<file path="src/core/seq_map.svh">
// Constants for the microstep sequencer: offsets, fields, resets and timing.
`ifndef SEQ_MAP_SVH
`define SEQ_MAP_SVH
`define SEQ_CLK_NS   8
`define SEQ_CLK_HZ   125000000
`define SER_BAUD_MIN 9600
`define SER_BIT_MIN  16'h0010
`define SER_SYNC     8'h05
`define SER_LAST_BIT 3'h7
`define STILL_US     20000
`define INTERP_NS    64
`define REG_CTRL     12'h000
`define REG_VEL      12'h004
`define REG_STAT     12'h008
`define REG_COIL     12'h00C
`define CTRL_RST     32'h0000_0010
`define B_DUAL       0
`define B_PINDIS     1
`define B_EN         2
`define B_RED        3
`define B_INTP       4
`define F_MRES       11:8
`define MRES_FULL    4'h8
`define RES_PIN_00   4'h5
`define RES_PIN_01   4'h3
`define RES_PIN_10   4'h2
`define RES_PIN_11   4'h4
`define VEL_SIGN     23
`define AXI_OKAY     2'h0
`define AXI_SLVERR   2'h2
`endif

</file>
<file path="src/core/seq_pkg.sv">
// Types shared by the microstep sequencer files.
package seq_pkg;
    typedef enum logic [1:0] {SER_IDLE, SER_MEAS, SER_BITS, SER_GAP} ser_state_t;
    typedef logic [9:0] mstep_t;
    typedef logic signed [8:0] coil_t;
endpackage : seq_pkg

</file>
<file path="src/core/pin_sync.sv">
// Three-flop pin synchroniser that accepts a level once stages two and three agree.
`timescale 1ns/1ps
`default_nettype none
module pin_sync #(
    parameter int W = 1
) (
    // Clock and reset.
    input  wire logic         aclk,
    input  wire logic         aresetn,
    // Raw pins and filtered levels.
    input  wire logic [W-1:0] pin_in,
    output logic      [W-1:0] level_out
);
    logic [W-1:0] ff1_r;
    logic [W-1:0] ff2_r;
    logic [W-1:0] ff3_r;
    logic [W-1:0] level_r;

    // Shift chain; the held level follows only where stages two and three agree.
    always_ff @(posedge aclk) begin
        if (!aresetn) begin
            ff1_r   <= '0;
            ff2_r   <= '0;
            ff3_r   <= '0;
            level_r <= '0;
        end else begin
            ff1_r   <= pin_in;
            ff2_r   <= ff1_r;
            ff3_r   <= ff2_r;
            level_r <= (ff2_r & ff3_r) | (level_r & (ff2_r | ff3_r));
        end
    end

    assign level_out = level_r;
endmodule : pin_sync
`default_nettype wire

</file>
<file path="src/core/sine_lut.sv">
// Sine and cosine coil targets from the microstep counter.
`timescale 1ns/1ps
`default_nettype none
module sine_lut
    import seq_pkg::*;
(
    // Microstep position in.
    input  wire logic [9:0] phase,
    // Signed coil targets out.
    output coil_t           sine_val,
    output coil_t           cos_val
);
    localparam logic [8:0] TBL [17] = '{9'h000, 9'h019, 9'h032, 9'h04A, 9'h062, 9'h079,
        9'h08E, 9'h0A2, 9'h0B4, 9'h0C5, 9'h0D4, 9'h0E1, 9'h0EC, 9'h0F4, 9'h0FA,
        9'h0FE, 9'h0FF};

    // Quarter-wave table with linear interpolation between sixteen-step knots.
    function automatic coil_t sin_of(input mstep_t p);
        logic [8:0]  x;
        logic [4:0]  k;
        logic [8:0]  lo;
        logic [8:0]  hi;
        logic [12:0] d;
        logic [8:0]  mag;
        x   = p[8] ? 9'(9'h100 - {1'b0, p[7:0]}) : {1'b0, p[7:0]};
        k   = x[8:4];
        lo  = TBL[k];
        hi  = (k == 5'h10) ? TBL[k] : TBL[5'(k + 5'h01)];
        d   = 13'((hi - lo) * x[3:0]);
        mag = 9'(lo + d[12:4]);
        return p[9] ? coil_t'(9'(-mag)) : coil_t'(mag);
    endfunction : sin_of

    // The cosine leads the sine by one fullstep.
    assign sine_val = sin_of(phase);
    assign cos_val  = sin_of(10'(phase + 10'h100));
endmodule : sine_lut
`default_nettype wire

</file>
<file path="src/core/step_dir_microstep_sequencer.sv">
// Step/direction microstep sequencer with serial detect and AXI4-Lite registers.
// Function
// - Advance on rising step edges, or both edges in dual-edge mode.
// - Sample direction at each active step edge to choose the way.
// - Direction low counts up, high counts down, by resolution-sized increments.
// - Support fullstep and 2 to 256 microsteps per fullstep.
// - Map microstep counter through sine/cosine table to coil targets.
// - Pins alone select 8, 16, 32 or 64 microsteps.
// - Interpolate coarse steps to 256-microstep smoothness.
// - Serial interface activates itself on the first well-formed frame carrying the pin-selected address.
// - Control bits can override pin settings in serial mode.
// - Detect master bit rate automatically, 9600 to 500k baud at least.
// - Respond to one of four bus addresses.
// - Internal step generator moves at a programmed velocity.
// - Internal generator takes direction from the velocity sign.
// - External step/dir and internal generator can alternate.
// - Active-low enable pin switches motor drive on and off.
// - Power-down pin level selects standstill current reduction until serial mode, then a control bit does.
// - Resolution pins 00=1/8, 01=1/32, 10=1/64, 11=1/16; address in serial.
// - Index pulses once per four fullsteps at counter zero.
`timescale 1ns/1ps
`default_nettype none
`include "seq_map.svh"
module step_dir_microstep_sequencer
    import seq_pkg::*;
#(
    parameter int BIT_TIMEOUT = 2 * `SEQ_CLK_HZ / `SER_BAUD_MIN,
    parameter int STILL_CYC   = `STILL_US * 1000 / `SEQ_CLK_NS
) (
    // Clock and reset.
    input  wire logic        aclk,
    input  wire logic        aresetn,
    // AXI4-Lite write channels.
    input  wire logic [11:0] awaddr,
    input  wire logic        awvalid,
    output logic             awready,
    input  wire logic [31:0] wdata,
    input  wire logic [3:0]  wstrb,
    input  wire logic        wvalid,
    output logic             wready,
    output logic [1:0]       bresp,
    output logic             bvalid,
    input  wire logic        bready,
    // AXI4-Lite read channels.
    input  wire logic [11:0] araddr,
    input  wire logic        arvalid,
    output logic             arready,
    output logic [31:0]      rdata,
    output logic [1:0]       rresp,
    output logic             rvalid,
    input  wire logic        rready,
    // Device pins.
    input  wire logic        step_pin,
    input  wire logic        dir_pin,
    input  wire logic        driver_enable_n,
    input  wire logic        powerdown_serial_pin,
    input  wire logic        resolution_select_0,
    input  wire logic        resolution_select_1,
    // Motor-side status and targets.
    output coil_t            coil_a,
    output coil_t            coil_b,
    output logic             drive_on,
    output logic             standstill_reduce,
    output logic             index_pulse,
    output logic             serial_active
);
    localparam int INTERP_CYC = (`INTERP_NS + `SEQ_CLK_NS - 1) / `SEQ_CLK_NS;

    logic [5:0]  sync_v;
    logic        step_s, dir_s, enn_s, ser_s, ms0_s, ms1_s;
    logic        drv_en_s, ser_low_s;
    logic        step_prev_r, ser_prev_r;
    logic [31:0] ctrl_r;
    logic [23:0] vel_r;
    logic [23:0] acc_r;
    logic [23:0] vabs;
    logic        gen_on, gen_step, ext_edge, step_ev, step_back, use_pins;
    logic [3:0]  shift_eff;
    mstep_t      incr, target_r, mstep_r;
    logic [7:0]  div_r;
    logic [21:0] still_r;
    logic        still_r_hit, reduce_en;
    coil_t       sin_w, cos_w;

    // Filter every asynchronous pin through the three-stage synchroniser.
    pin_sync #(.W(6)) u_sync (
        .aclk      (aclk),
        .aresetn   (aresetn),
        .pin_in    ({step_pin, dir_pin, !driver_enable_n, !powerdown_serial_pin,
                     resolution_select_1, resolution_select_0}),
        .level_out (sync_v)
    );
    // Enable and serial line pass inverted, so a cleared chain reads as drive off and line idle.
    assign {step_s, dir_s, drv_en_s, ser_low_s, ms1_s, ms0_s} = sync_v;
    assign enn_s = !drv_en_s;
    assign ser_s = !ser_low_s;

    // Decode the two resolution pins into a step shift.
    function automatic logic [3:0] pin_shift(input logic [1:0] ms);
        case (ms)
            2'h0:    return `RES_PIN_00;
            2'h1:    return `RES_PIN_01;
            2'h2:    return `RES_PIN_10;
            default: return `RES_PIN_11;
        endcase
    endfunction : pin_shift

    // Byte-lane merge for register writes.
    function automatic logic [31:0] merge(input logic [31:0] old, input logic [31:0] nw,
                                          input logic [3:0] strb);
        logic [31:0] r;
        r = old;
        for (int i = 0; i < 4; i++) begin
            if (strb[i]) begin
                r[i*8 +: 8] = nw[i*8 +: 8];
            end
        end
        return r;
    endfunction : merge

    // Scale a coil target to about nine sixteenths at standstill.
    function automatic coil_t coil_scale(input coil_t v, input logic red);
        return red ? coil_t'((v >>> 1) + (v >>> 4)) : v;
    endfunction : coil_scale

    // Serial frame detector: start-bit timing gives the bit length.
    ser_state_t  ser_st_r;
    logic [15:0] cnt_r, bitlen_r;
    logic [2:0]  bit_i_r;
    logic        byte1_r, skip_r, serial_r;
    logic [7:0]  shreg_r, sh_nxt;
    assign sh_nxt = {ser_s, shreg_r[7:1]};

    always_ff @(posedge aclk) begin
        if (!aresetn) begin
            ser_st_r <= SER_IDLE;
            cnt_r    <= 16'h0000;
            bitlen_r <= 16'h0000;
            bit_i_r  <= 3'h0;
            byte1_r  <= 1'b0;
            skip_r   <= 1'b0;
            shreg_r  <= 8'h00;
            serial_r <= 1'b0;
        end else begin
            cnt_r <= 16'(cnt_r + 16'h0001);
            case (ser_st_r)
                SER_IDLE: begin
                    cnt_r <= 16'h0000;
                    if (ser_prev_r && !ser_s) begin
                        ser_st_r <= SER_MEAS;
                    end
                end
                SER_MEAS: begin
                    if (ser_s) begin
                        bitlen_r <= cnt_r;
                        cnt_r    <= 16'h0000;
                        bit_i_r  <= 3'h0;
                        byte1_r  <= 1'b0;
                        skip_r   <= 1'b0;
                        ser_st_r <= (cnt_r >= `SER_BIT_MIN) ? SER_BITS : SER_IDLE;
                    end else if (cnt_r == 16'(BIT_TIMEOUT)) begin
                        ser_st_r <= SER_IDLE;
                    end
                end
                SER_BITS: begin
                    if (cnt_r == (bitlen_r >> 1) && !skip_r) begin
                        shreg_r <= sh_nxt;
                        if (bit_i_r == `SER_LAST_BIT) begin
                            ser_st_r <= SER_IDLE;
                            if (!byte1_r && sh_nxt == `SER_SYNC) begin
                                ser_st_r <= SER_GAP;
                                cnt_r    <= 16'h0000;
                            end
                            if (byte1_r && sh_nxt[1:0] == {ms1_s, ms0_s}) begin
                                serial_r <= 1'b1;
                            end
                        end
                    end
                    if (cnt_r == 16'(bitlen_r - 16'h0001)) begin
                        cnt_r   <= 16'h0000;
                        skip_r  <= 1'b0;
                        bit_i_r <= skip_r ? bit_i_r : 3'(bit_i_r + 3'h1);
                    end
                end
                SER_GAP: begin
                    if (ser_prev_r && !ser_s) begin
                        ser_st_r <= SER_BITS;
                        cnt_r    <= 16'h0000;
                        bit_i_r  <= 3'h0;
                        byte1_r  <= 1'b1;
                        skip_r   <= 1'b1;
                    end else if (cnt_r == 16'(BIT_TIMEOUT)) begin
                        ser_st_r <= SER_IDLE;
                    end
                end
                default: ser_st_r <= SER_IDLE;
            endcase
        end
    end
    assign serial_active = serial_r;

    // Resolution and option source: pins unless serial mode hands control to registers.
    assign use_pins  = !(serial_r && ctrl_r[`B_PINDIS]);
    assign shift_eff = use_pins ? pin_shift({ms1_s, ms0_s}) :
                       ((ctrl_r[`F_MRES] > `MRES_FULL) ? `MRES_FULL : ctrl_r[`F_MRES]);
    assign incr      = mstep_t'(10'h001 << shift_eff);

    // Internal generator: phase accumulator on the velocity magnitude.
    assign gen_on = (vel_r != 24'h00_0000);
    assign vabs   = vel_r[`VEL_SIGN] ? 24'(-vel_r) : vel_r;
    always_ff @(posedge aclk) begin
        if (!aresetn) begin
            acc_r    <= 24'h00_0000;
            gen_step <= 1'b0;
        end else begin
            {gen_step, acc_r} <= gen_on ? 25'({1'b0, acc_r} + {1'b0, vabs}) : 25'h000_0000;
        end
    end

    // Edge selection and step event merge.
    assign ext_edge  = ctrl_r[`B_DUAL] ? (step_s != step_prev_r) : (step_s && !step_prev_r);
    assign step_ev   = gen_on ? gen_step : ext_edge;
    assign step_back = gen_on ? vel_r[`VEL_SIGN] : dir_s;

    // Commanded position wraps naturally at one electrical period.
    always_ff @(posedge aclk) begin
        if (!aresetn) begin
            step_prev_r <= 1'b0;
            ser_prev_r  <= 1'b1;
            target_r    <= 10'h000;
        end else begin
            step_prev_r <= step_s;
            ser_prev_r  <= ser_s;
            if (step_ev) begin
                target_r <= step_back ? 10'(target_r - incr) : 10'(target_r + incr);
            end
        end
    end

    // Interpolator walks the output position one microstep at a time.
    always_ff @(posedge aclk) begin
        if (!aresetn) begin
            mstep_r     <= 10'h000;
            div_r       <= 8'h00;
            index_pulse <= 1'b0;
        end else begin
            index_pulse <= 1'b0;
            div_r       <= (div_r == 8'(INTERP_CYC - 1)) ? 8'h00 : 8'(div_r + 8'h01);
            if (!ctrl_r[`B_INTP]) begin
                mstep_r     <= target_r;
                index_pulse <= (target_r == 10'h000) && (mstep_r != 10'h000);
            end else if (div_r == 8'h00 && mstep_r != target_r) begin
                mstep_r <= 10'(target_r - mstep_r) >= 10'h200 ? 10'(mstep_r - 10'h001)
                                                              : 10'(mstep_r + 10'h001);
                index_pulse <= (10'(target_r - mstep_r) >= 10'h200) ? (mstep_r == 10'h001)
                                                                    : (mstep_r == 10'h3FF);
            end
        end
    end

    // Standstill timer and current reduction select.
    assign still_r_hit = (still_r == 22'(STILL_CYC));
    assign reduce_en   = serial_r ? ctrl_r[`B_RED] : !ser_s;
    always_ff @(posedge aclk) begin
        if (!aresetn) begin
            still_r <= 22'h00_0000;
        end else if (step_ev) begin
            still_r <= 22'h00_0000;
        end else if (!still_r_hit) begin
            still_r <= 22'(still_r + 22'h00_0001);
        end
    end

    sine_lut u_lut (
        .phase    (mstep_r),
        .sine_val (sin_w),
        .cos_val  (cos_w)
    );

    // Registered coil targets, zero while the drive is off.
    always_ff @(posedge aclk) begin
        if (!aresetn) begin
            drive_on          <= 1'b0;
            standstill_reduce <= 1'b0;
            coil_a            <= '0;
            coil_b            <= '0;
        end else begin
            drive_on          <= !enn_s && (use_pins || ctrl_r[`B_EN]);
            standstill_reduce <= reduce_en && still_r_hit;
            coil_a <= drive_on ? coil_scale(sin_w, standstill_reduce) : coil_t'(9'h000);
            coil_b <= drive_on ? coil_scale(cos_w, standstill_reduce) : coil_t'(9'h000);
        end
    end

    // AXI4-Lite write path: address and data taken in either order.
    logic        aw_have_r, w_have_r;
    logic [11:0] awaddr_r;
    logic [31:0] wdata_r;
    logic [3:0]  wstrb_r;
    assign awready = !aw_have_r && !bvalid;
    assign wready  = !w_have_r && !bvalid;
    always_ff @(posedge aclk) begin
        if (!aresetn) begin
            aw_have_r <= 1'b0;
            w_have_r  <= 1'b0;
            awaddr_r  <= 12'h000;
            wdata_r   <= 32'h0000_0000;
            wstrb_r   <= 4'h0;
            bvalid    <= 1'b0;
            bresp     <= `AXI_OKAY;
            ctrl_r    <= `CTRL_RST;
            vel_r     <= 24'h00_0000;
        end else begin
            if (awvalid && awready) begin
                aw_have_r <= 1'b1;
                awaddr_r  <= awaddr;
            end
            if (wvalid && wready) begin
                w_have_r <= 1'b1;
                wdata_r  <= wdata;
                wstrb_r  <= wstrb;
            end
            if (aw_have_r && w_have_r && !bvalid) begin
                aw_have_r <= 1'b0;
                w_have_r  <= 1'b0;
                bvalid    <= 1'b1;
                bresp     <= `AXI_OKAY;
                case (awaddr_r)
                    `REG_CTRL: ctrl_r <= merge(ctrl_r, wdata_r, wstrb_r);
                    `REG_VEL:  vel_r  <= 24'(merge({8'h00, vel_r}, wdata_r, wstrb_r));
                    default:   bresp  <= `AXI_SLVERR;
                endcase
            end else if (bvalid && bready) begin
                bvalid <= 1'b0;
            end
        end
    end

    // AXI4-Lite read path: one-cycle answer after the address is taken.
    assign arready = !rvalid;
    always_ff @(posedge aclk) begin
        if (!aresetn) begin
            rvalid <= 1'b0;
            rdata  <= 32'h0000_0000;
            rresp  <= `AXI_OKAY;
        end else if (arvalid && arready) begin
            rvalid <= 1'b1;
            rresp  <= `AXI_OKAY;
            case (araddr)
                `REG_CTRL: rdata <= ctrl_r;
                `REG_VEL:  rdata <= {8'h00, vel_r};
                `REG_STAT: rdata <= {6'h00, mstep_r, 10'h000, ms1_s, ms0_s,
                                     1'b0, drive_on, standstill_reduce, serial_r};
                `REG_COIL: rdata <= {7'h00, coil_b, 7'h00, coil_a};
                default: begin
                    rdata <= 32'h0000_0000;
                    rresp <= `AXI_SLVERR;
                end
            endcase
        end else if (rvalid && rready) begin
            rvalid <= 1'b0;
        end
    end
endmodule : step_dir_microstep_sequencer
`default_nettype wire

</file>
<file path="config.mk">
export PLATFORM = sky130hd
export DESIGN_NAME = step_dir_microstep_sequencer
export DESIGN_NICKNAME = d
export VERILOG_FILES = /design/src/core/seq_pkg.sv /design/src/core/pin_sync.sv /design/src/core/sine_lut.sv /design/src/core/step_dir_microstep_sequencer.sv
export VERILOG_INCLUDE_DIRS = /design/src /design/src/core
export SDC_FILE = /design/constraint.sdc
export NUM_CORES = 1
export LEC_CHECK = 0
export BUFFER_PORTS_ARGS = -buffer_cell sky130_fd_sc_hd__buf_2
export CAP_MARGIN = 20
export CORE_MARGIN = 2
export CORE_UTILIZATION = 40
export CTS_CLUSTER_DIAMETER = 40
export DETAILED_ROUTE_END_ITERATION = 6
export SYNTH_ARGS = -nofsm -noshare
export SYNTH_HDL_FRONTEND = slang
export SYNTH_SLANG_ARGS = --single-unit
export TNS_END_PERCENT = 100
</file>
<file path="constraint.sdc">
create_clock -name aclk -period 12.8 [get_ports aclk]
set_input_delay 1.92 -clock aclk [delete_from_list [all_inputs] [get_ports aclk]]
set_output_delay 1.92 -clock aclk [all_outputs]
set_load 0.01 [all_outputs]
</file>
==> metrics <==
setup TNS=0 ps; global-route wire length before repair=between 80 and 90 mm; Yosys reg bits=311; Hold Path Stages=1; Max Transition Viols Final=0; row count=83; R2R cell count=41; fin area=about 23,000 um^2; Hold WC Path Type=reg -> reg; initial antenna violation count=0; highest-delay cell along the critical path=xnor2_1; run status=complete, no violations; Setup Crit Path Kind=reg -> reg; clock-pin slew on the worst setup and hold paths=~60 ps; clk_lat worst skew=between 500 and 600 ps; actual slew at the worst max-slew pin=1090 ps; CTS Hold Bufs=0; total global-route track usage=20.2%; DR DRC count=0; slowest stage delay, CP=730 ps; DR WL/cell=16.4 um; Fill cells=5,113; Avg Synthesized Cell Area=8.03 um^2; main area contributors after synthesis=dfxtp_1 (30%), ha_1 (8.7%), xnor2_1 (6.7%); Critical Path Stages=41; area fraction of the dominant cell type after synthesis=between 30% and 40%; Post-synth EDFFs=0; Routed Antenna Nets=0; Max Freq=between 80 and 90 MHz; H-Tree Depth=2; Crit path max-delay family=adder cells; Area after DPL=22,000 um^2; share of post-route cells with drive strength above 1=a little over a tenth; Synth warnings=0; First DRT Iteration DRCs=1,056; clk sink count=between 300 and 400; Slew HR=27.1%; Die Width=roughly 230 um; Cell variety after synth=80; Port Buf Inserts=approximately 130; sequential share of the synthesized area=between 30% and 40%; most frequent cells in the layout=nor2_1 (348), dfxtp_1 (311), nand2_1 (307), a21oi_1 (182), xnor2_1 (159); GP Congestion=0.886; Post-CTS Setup Bufs=0; Max Fanout on Critical Path=17; largest net degree at the start of global routing=115; core area=51,300 um^2; clock skew=36.7 ps; Final setup viols=0; Final Hold Viols=0; worst path arrival time=around 12,000 ps; crit path time final=about 11,000 ps; Root Driver=clkbuf_16; number of global-route vias before repair=17.2k; Die ar.=53,600 um^2; Startpoint Class=register; TritonCTS Buffers=40; top-level port count=136; Routed WL=approximately 55 mm; commonest non-fill, non-tap cell in the layout=nor2_1; layout net count=2,920; die height=232 um; Vias=between 15k and 20k; Starting Density=~40%; First-pass DRT Iterations=5; max_cap viols=0; Primary FF master, synth=dfxtp_1; fin crit share=approximately 87%; grt ovf=0; CTS resizes=0; detailed placement HPWL=41.2 mm; ys async rst share=0%; Mapped Area=20,700 um^2; Syn Inst Count=2,579; largest area contributor in the netlist=dfxtp_1; via/cell ratio=5.34; Setup crit end kind=register; Area Growth Syn to Fin=13.0%; Ant. Diodes=0; CTS tree=yes; maximum clock path buffer count=3; CP bufs+invs=6; RSZ-0062 raised after global routing=no; worst endpoint required time=13,210 ps
## cell usage after synthesis (64+ instances only)
| cell type | number |
|---|---|
| xnor2_1 | 159 |
| dfxtp_1 | 311 |
| a21oi_1 | 182 |
| inv_1 | 156 |
| nand2_1 | 307 |
| xor2_1 | 64 |
| mux2i_1 | 97 |
| nand3_1 | 80 |
| nor2_1 | 348 |
| o21ai_0 | 104 |
| ha_1 | 144 |
| clkbuf_1 | 106 |
## kinds of logic after synthesis
| kind of cell | Yosys count | synth area share [%] |
|---|---|---|
| AOI/OAI and AO/OA | 478 | 14.2 |
| xor gates and xnor gates | 226 | 9.77 |
| adders and majority gates | 188 | 12.9 |
| buffers and inverters | 281 | 5.21 |
| DFF | 311 | 30.1 |
| muxes | 116 | 6.43 |
| other | 1 | 0.0181 |
| and+or+nand+nor | 978 | 21.4 |
## per-layer routing
layer,GRT usage [%],vias up,wire [um]
li1,-,8923,-
met2,33.6,433,25300
met4,5.67,0,1260
met3,2.13,70,2700
met5,0,-,0
met1,27.7,8558,26000
## final cells by class
class / count / area, um^2 / area share (%)
inverter: 162 / 613 / 2.62
clock buffer: 49 / 1110 / 4.73
tap: 680 / 851 / 3.64
timing repair buffer: 156 / 838 / 3.58
sequential: 311 / 6230 / 26.6
clock inverter: 24 / 339 / 1.45
multi-input combinational: 1988 / 13400 / 57.4
## worst paths after layout
path	from	to	slack, ps
max reg2reg	mstep_r[0]	coil_a[6]	1610
min reg2reg	u_sync.ff1_r[3]	u_sync.ff2_r[3]	440
min	u_sync.ff1_r[3]	u_sync.ff2_r[3]	440
max	mstep_r[0]	coil_a[6]	1610
## registers in the layout (all words and copies together) (netlist names), 16 cells and up
name,cells
bitlen_r,16
vel_r,24
wdata_r,32
cnt_r,16
rdata,32
still_r,22
acc_r,24
ctrl_r,32
## stage by stage
stage | util, % | instances | hold slack (ps) | setup slack [ps]
6_report | 45.6 | 3370 | 441 | 1610
5_1_grt | 45.6 | 3370 | 463 | 671
4_1_cts | 45.6 | 3369 | 446 | 1690
3_5_place_dp | 42.8 | 3296 | 423 | 1740
3_3_place_gp | 42.8 | 3294 | 428 | 1820
2_1_floorplan | - | 2580 | 412 | 2820
Power is left out: the tool's default activity adds up to more than one toggle a clock period on the data nets, which glitch-free logic cannot reach.
